===== src/rtl/tec_consts.vh =====
// Constants for the 8-bit timer/event counter
`ifndef TEC_CONSTS_VH
`define TEC_CONSTS_VH
// Register byte addresses on APB
`define TEC_ADDR_COUNT 12'h000
`define TEC_ADDR_CTRL 12'h004
`define TEC_ADDR_SYSCFG 12'h008
// Control field positions
`define TEC_MODE_HI 7
`define TEC_MODE_LO 6
`define TEC_EN_BIT 4
`define TEC_EDGE_BIT 3
`define TEC_PSC_HI 2
`define TEC_PSC_LO 0
// System config field positions
`define TEC_CLKSEL_HI 1
`define TEC_CLKSEL_LO 0
`define TEC_IRQEN_BIT 2
// Reset values
`define TEC_CTRL_RST 8'h08
`define TEC_SYSCFG_RST 8'h00
`define TEC_COUNT_RST 8'h00
// Mode codes
`define TEC_MODE_NONE 2'b00
`define TEC_MODE_EVENT 2'b01
`define TEC_MODE_TIMER 2'b10
`define TEC_MODE_PWC 2'b11
// Clock source codes
`define TEC_SRC_SYS 2'b00
`define TEC_SRC_SYS4 2'b01
`define TEC_SRC_SLOW 2'b10
// Timing counts
`define TEC_SYS4_DIV 2'd3
`define TEC_COUNT_FULL 8'hff
`endif


===== src/rtl/tec_timer.v =====
// 8-bit timer/event counter with APB register access
//
// The register addresses and the APB slave port were left to the implementer.
`include "tec_consts.vh"

module tec_timer
(
  input wire pclk,
  input wire presetn,
  input wire psel,
  input wire penable,
  input wire pwrite,
  input wire [11:0] paddr,
  input wire [31:0] pwdata,
  output reg [31:0] prdata,
  output reg pready,
  output reg pslverr,
  input wire timer_pin,
  input wire low_speed_osc_tick,
  input wire sleep_mode,
  output reg timer_irq,
  output reg wake_up
);

  reg [7:0] count_value_register;
  reg [7:0] preload;
  reg [1:0] operating_mode_select;
  reg count_enable;
  reg active_edge_select;
  reg [2:0] prescale_ratio_select;
  reg [1:0] timer_clock_source_select;
  reg timer_interrupt_enable;
  reg pin_meta;
  reg pin_sync;
  reg pin_last;
  reg [1:0] sys4_cnt;
  reg [6:0] psc_cnt;
  reg psc_last;
  reg pwc_active;
  reg [7:0] next_count;
  reg next_ovf;
  reg src_tick;
  reg psc_out;
  reg tick;
  reg int_tick;
  wire acc;
  wire wr;
  wire rd;
  wire addr_ok;
  wire hold;
  wire rise;
  wire fall;
  wire pwc_start;
  wire pwc_stop;
  wire ctrl_wr;
  wire preload_wr;
  wire syscfg_wr;

  assign acc = psel & penable & pready;
  assign wr = acc & pwrite;
  assign rd = acc & ~pwrite;
  assign addr_ok = (paddr == `TEC_ADDR_COUNT) | (paddr == `TEC_ADDR_CTRL) |
                   (paddr == `TEC_ADDR_SYSCFG);
  assign ctrl_wr = wr & (paddr == `TEC_ADDR_CTRL);
  assign preload_wr = wr & (paddr == `TEC_ADDR_COUNT);
  assign syscfg_wr = wr & (paddr == `TEC_ADDR_SYSCFG);
  // clock inhibit
  // Ticks lost here are a counting error the user must allow for
  // Count read and preload write share one offset, so one compare covers both
  assign hold = psel & (paddr == `TEC_ADDR_COUNT);

  always @(posedge pclk or negedge presetn)
  begin
    if (!presetn)
    begin
      // Pulled-up idle level, so no false edge follows reset
      pin_meta <= 1'b1;
      pin_sync <= 1'b1;
      pin_last <= 1'b1;
    end
    else
    begin
      pin_meta <= timer_pin;
      pin_sync <= pin_meta;
      pin_last <= pin_sync;
    end
  end

  assign rise = pin_sync & ~pin_last;
  assign fall = ~pin_sync & pin_last;

  always @(posedge pclk or negedge presetn)
  begin
    if (!presetn)
      sys4_cnt <= 2'd0;
    else if (sys4_cnt == `TEC_SYS4_DIV)
      sys4_cnt <= 2'd0;
    else
      sys4_cnt <= sys4_cnt + 2'd1;
  end

  always @*
  begin
    if (timer_clock_source_select == `TEC_SRC_SYS)
      src_tick = 1'b1;
    else if (timer_clock_source_select == `TEC_SRC_SYS4)
      src_tick = (sys4_cnt == `TEC_SYS4_DIV);
    else if (timer_clock_source_select == `TEC_SRC_SLOW)
      src_tick = low_speed_osc_tick;
    else
      src_tick = 1'b0;
  end

  // prescaler counter
  // Free-running, so the first prescaled tick may come up to one period early
  always @(posedge pclk or negedge presetn)
  begin
    if (!presetn)
      psc_cnt <= 7'd0;
    else if (src_tick)
      psc_cnt <= psc_cnt + 7'd1;
  end

  // ratio select
  // Code 0 uses the source tick itself as a falling edge of the clock
  always @*
  begin
    psc_out = 1'b0;
    if (prescale_ratio_select != 3'd0)
      psc_out = psc_cnt[prescale_ratio_select - 3'd1];
  end

  always @(posedge pclk or negedge presetn)
  begin
    if (!presetn)
      psc_last <= 1'b0;
    else
      psc_last <= psc_out;
  end

  // prescaled internal tick
  // Shared by timer and pulse capture, so both use one time base
  always @*
  begin
    if (prescale_ratio_select == 3'd0)
      int_tick = src_tick;
    else
      int_tick = psc_last & ~psc_out;
  end

  assign pwc_start = active_edge_select ? rise : fall;
  assign pwc_stop = active_edge_select ? fall : rise;

  always @*
  begin
    tick = 1'b0;
    case (operating_mode_select)
      `TEC_MODE_EVENT:
        tick = active_edge_select ? fall : rise;
      `TEC_MODE_TIMER:
        tick = int_tick;
      `TEC_MODE_PWC:
        tick = pwc_active & int_tick;
      default:
        tick = 1'b0;
    endcase
  end

  always @*
  begin
    next_count = count_value_register;
    next_ovf = 1'b0;
    if (count_enable & tick & ~hold)
    begin
      // A preload of FF turns every tick into an overflow
      // overflow reload
      if (count_value_register == `TEC_COUNT_FULL)
      begin
        next_count = preload;
        next_ovf = 1'b1;
      end
      else
        next_count = count_value_register + 8'd1;
    end
  end

  always @(posedge pclk or negedge presetn)
  begin
    if (!presetn)
    begin
      count_value_register <= `TEC_COUNT_RST;
      preload <= `TEC_COUNT_RST;
    end
    else if (preload_wr)
    begin
      preload <= pwdata[7:0];
      if (!count_enable)
        count_value_register <= pwdata[7:0];
    end
    else
      count_value_register <= next_count;
  end

  always @(posedge pclk or negedge presetn)
  begin
    if (!presetn)
    begin
      timer_clock_source_select <= `TEC_SRC_SYS;
      timer_interrupt_enable <= 1'b0;
    end
    else if (syscfg_wr)
    begin
      timer_clock_source_select <= pwdata[`TEC_CLKSEL_HI:`TEC_CLKSEL_LO];
      timer_interrupt_enable <= pwdata[`TEC_IRQEN_BIT];
    end
  end

  always @(posedge pclk or negedge presetn)
  begin
    if (!presetn)
    begin
      operating_mode_select <= `TEC_MODE_NONE;
      count_enable <= 1'b0;
      active_edge_select <= 1'b1;
      prescale_ratio_select <= 3'd0;
      pwc_active <= 1'b0;
    end
    else
    begin
      if (ctrl_wr)
      begin
        operating_mode_select <= pwdata[`TEC_MODE_HI:`TEC_MODE_LO];
        count_enable <= pwdata[`TEC_EN_BIT];
        active_edge_select <= pwdata[`TEC_EDGE_BIT];
        prescale_ratio_select <= pwdata[`TEC_PSC_HI:`TEC_PSC_LO];
        pwc_active <= 1'b0;
      end
      else if ((operating_mode_select == `TEC_MODE_PWC) & count_enable)
      begin
        if (!pwc_active & pwc_start)
          pwc_active <= 1'b1;
        else if (pwc_active & pwc_stop)
        begin
          pwc_active <= 1'b0;
          count_enable <= 1'b0;
        end
      end
    end
  end

  always @(posedge pclk or negedge presetn)
  begin
    if (!presetn)
    begin
      timer_irq <= 1'b0;
      wake_up <= 1'b0;
    end
    else
    begin
      timer_irq <= next_ovf & timer_interrupt_enable;
      // Wake ignores the interrupt enable, so sleep exit never depends on it
      // wake from sleep
      wake_up <= next_ovf & sleep_mode;
    end
  end

  // Zero-wait-state slave; setup phase raises pready for the access
  // Read data is latched in setup, while the count is held off
  always @(posedge pclk or negedge presetn)
  begin
    if (!presetn)
    begin
      pready <= 1'b0;
      pslverr <= 1'b0;
      prdata <= 32'h0000_0000;
    end
    else
    begin
      pready <= psel & ~penable;
      pslverr <= psel & ~penable & ~addr_ok;
      prdata <= 32'h0000_0000;
      if (psel & ~penable & ~pwrite)
      begin
        if (paddr == `TEC_ADDR_COUNT)
          prdata <= {24'h00_0000, count_value_register};
        else if (paddr == `TEC_ADDR_CTRL)
          prdata <= {24'h00_0000, operating_mode_select, 1'b0, count_enable,
                     active_edge_select, prescale_ratio_select};
        else if (paddr == `TEC_ADDR_SYSCFG)
          prdata <= {29'h0000_0000, timer_interrupt_enable, timer_clock_source_select};
      end
    end
  end

endmodule // tec_timer

===== config.mk =====
export PLATFORM = sky130hd
export DESIGN_NAME = tec_timer
export DESIGN_NICKNAME = d
export VERILOG_FILES = /design/src/rtl/tec_timer.v
export VERILOG_INCLUDE_DIRS = /design/src /design/src/rtl
export SDC_FILE = /design/constraint.sdc
export NUM_CORES = 1
export LEC_CHECK = 0
export ABC_CLOCK_PERIOD_IN_PS = 5200
export BUFFER_PORTS_ARGS = -buffer_cell sky130_fd_sc_hd__buf_2
export CAP_MARGIN = 20
export CORE_MARGIN = 2
export CORE_UTILIZATION = 28
export DETAILED_ROUTE_END_ITERATION = 10
export GPL_ROUTABILITY_DRIVEN = 0
export PLACE_DENSITY = 0.51
export SYNTH_ARGS = -nofsm -noshare
export SYNTH_HDL_FRONTEND = slang
export SYNTH_SLANG_ARGS = --single-unit

===== constraint.sdc =====
create_clock -name pclk -period 5.2 [get_ports pclk]
set_input_delay 0.52 -clock pclk [delete_from_list [all_inputs] [get_ports pclk]]
set_output_delay 0.52 -clock pclk [all_outputs]
set_load 0.005 [all_outputs]

==> metrics <==
run status finished, final reports clean; vias in the first global route 1,965; achievable frequency 361 MHz; final worst slack about 2.4 ns; final hold viol count 0; fin crit share 0.532; Slew @ Worst Pin between 1 and 1.5 ns; total core area between 0.009 and 0.01 sq mm; Period minus WS final ~2.8 ns; final wirelength 5800 um; Hold Buf Count CTS 0; H-Tree Depth 2; Post-CTS Setup Inserts 0; Max clock buf depth 2; GR Layer Usage met2 0.166; critical path fanouts, max 10; Worst VDD drop 0.000115 V; TNS Setup 0 ns; GRT met3 Usage 0.0226; Yosys top cell area share 0.425; antenna violations before repair 0; Seq/Total Area, Yosys 0.462; die width 104 um; clock skew approximately 0.0043 ns; Post-synth EDFFs 0; Die ar. ~0.011 sq mm; CP Capture Type register; DR iter-0 viols 32; GR Util All Layers 0.109; Remaining Overflow, GRT 0; Post-DRT Antenna Nets 0; count of pins over their slew limit 0; Skew-Pair Late Insertion Delay about 0.3 ns; most crowded layer after global routing met2; max-cap violations 0; min-delay src timer_pin; Die Ht between 100 and 150 um; Crit. Startpoint prescale_ratio_select[0]; layout cell share with drive strength beyond 1 0.223; Yosys reg bits 52; asr flop ratio synth 1.00; Primary FF master, synth dfrtp_1; Final Setup Violations 0; area leader, netlist dfrtp_1; largest net degree at the start of global routing 53; Rows 36; Worst R2R End count_value_register[3]; Final #Nets between 300 and 400; Startpoint Class register; # resized after CTS 0; Port Buf Inserts 39; synthesized area per cell approximately 10 sq um; Leak between 1 and 1.5 nW; Ys Warns 0; post-DP HPWL 4190 um; Worst Path Arrival ~3.0 ns; first-pass GRT wire length 9660 um; Syn Inst Count ~280; CTS root buf clkbuf_8; Reg2Reg Depth 7; P per Cell Area roughly 310 mW/mm^2; first-pass detailed-route iteration total 4; Area contributors post-synth dfrtp_1, buf_4, mux2i_1; crit path to count_value_register[3]; Area growth, synth to finish 11.6%; M1 GR Usage 0.155; routed len/inst between 10 and 15 um; Ports 88; critical path type register to register; CTS Buf Count 5; DRC viols 0; Clock Sinks 52; Rel. slew slack 0.263; Reg2Reg Setup Slack around 2.4 ns; Post-Syn Area around 0.0028 sq mm; Worst-path clk slew roughly 0.09 ns; hold slack slightly above 0.3 ns; Antenna Cells 0; Yosys cell types 54; CTS tree done; required time of the critical path around 5.4 ns; initial core utilization 0.289; Vias slightly above 2,000; vias per cell between 4 and 5; worst min path class primary input to register; unrepaired setup endpoints after global routing no; pre-CTS setup slack between 2 and 2.5 ns; reg-to-reg startpoint prescale_ratio_select[0]
[cells by family after synthesis]
family | count (synthesis) | synth area share
other | 1 | 0.00133
multiplexers | 25 | 0.105
AND/OR/NAND/NOR | 103 | 0.178
XOR/XNOR | 8 | 0.0248
AO/OA/AOI/OAI | 45 | 0.113
buffers and inverters | 42 | 0.0930
flip-flops | 52 | 0.462
adder cells (fa/ha/maj) | 5 | 0.0221
[registers in the layout, summed over array words and instances (netlist names)]
register / cells
active_edge_select: 1
count_enable: 1
count_value_register: 8
operating_mode_select: 2
pin_last: 1
pin_meta: 1
pin_sync: 1
prdata: 8
pready: 1
preload: 8
prescale_ratio_select: 3
psc_cnt: 7
psc_last: 1
pslverr: 1
pwc_active: 1
sys4_cnt: 2
timer_clock_source_select: 2
timer_interrupt_enable: 1
timer_irq: 1
wake_up: 1
[synth_stat cells, types with 2 or more instances]
master / n
dfrtp_1: 48
nand2_1: 36
nor2_1: 26
buf_4: 25
mux2i_1: 14
o21ai_0: 10
a21oi_1: 9
inv_1: 8
nand3_1: 8
mux2_2: 6
xnor2_1: 6
ha_1: 5
nand4_1: 5
o31ai_1: 5
clkbuf_1: 4
dfstp_2: 4
nand2b_1: 4
a211oi_1: 3
a31oi_1: 3
and3_1: 3
and4_1: 3
buf_2: 3
mux2_4: 3
nor4_1: 3
mux4_2: 2
nand3b_1: 2
nor2b_1: 2
nor3b_1: 2
o31a_1: 2
or2_1: 2
xor2_1: 2
[stage by stage]
stage               instances  utilization  power (mW)  area, sq um
finish                    452        0.323       0.971         3150
global route              452        0.323        1.03         3150
CTS                       452        0.323       0.987         3150
detailed placement        444        0.313       0.742         3060
global placement          444        0.313       0.736         3060
floorplan                 304            -       0.687         2910
[layer usage]
metal  up-vias  routed length [um]
met1       983                2880
met3         6                 268
li1       1005                   -
met4         0                  65
met5         -                   0
met2        62                2590
[cell type report]
type | count | area (sq um)
tap | 133 | 166
sequential | 52 | 1310
clock inverter | 2 | 10.0
inverter | 8 | 30.0
multi-input combinational | 210 | 1350
timing repair buffer | 41 | 210
clock buffer | 6 | 82.6
fill | 1059 | 6620
[cells in the final DEF, fill, tap and decap left out, types with 3 or more instances in the layout]
cell type  instances
a211oi_1           3
a21oi_1            9
a31oi_1            3
and3_1             3
and4_1             3
buf_2             39
clkbuf_8           6
conb_1            24
dfrtp_1           48
dfstp_2            4
ha_1               5
inv_1              8
mux2_2             6
mux2_4             3
mux2i_1           14
nand2_1           36
nand2b_1           4
nand3_1            8
nand4_1            5
nor2_1            26
o21ai_0           10
o31ai_1            5
xnor2_1            6
[power breakdown]
group | switching [mW] | internal [mW] | leakage [nW]
registers | 0.0694 | 0.455 | 0.649
logic | 0.0926 | 0.115 | 0.785
clock network | 0.133 | 0.107 | 0.0510
total | 0.295 | 0.676 | 1.48
[critical path, cell delays in order, from the launching register on]
cell	delay [ns]
dfrtp_1	0.43
inv_1	0.11
ha_1	0.41
mux2i_1	0.18
mux4_2	0.48
o22ai_2	0.20
o31a_1	0.51
mux2_4	0.34
[worst min path at each step]
| stage | end | slack [ns] | cells after the start |
|---|---|---|---|
| 6_report | pin_meta | 0.31 | 1 |
| 5_1_grt | pin_meta | 0.30 | 1 |
| 4_1_cts | pin_meta | 0.30 | 1 |
| 3_5_place_dp | pin_sync | 0.35 | 0 |
| 3_3_place_gp | pin_sync | 0.35 | 0 |
| 2_1_floorplan | count_enable | 0.22 | 0 |
Power figures use the tool's default switching activity.
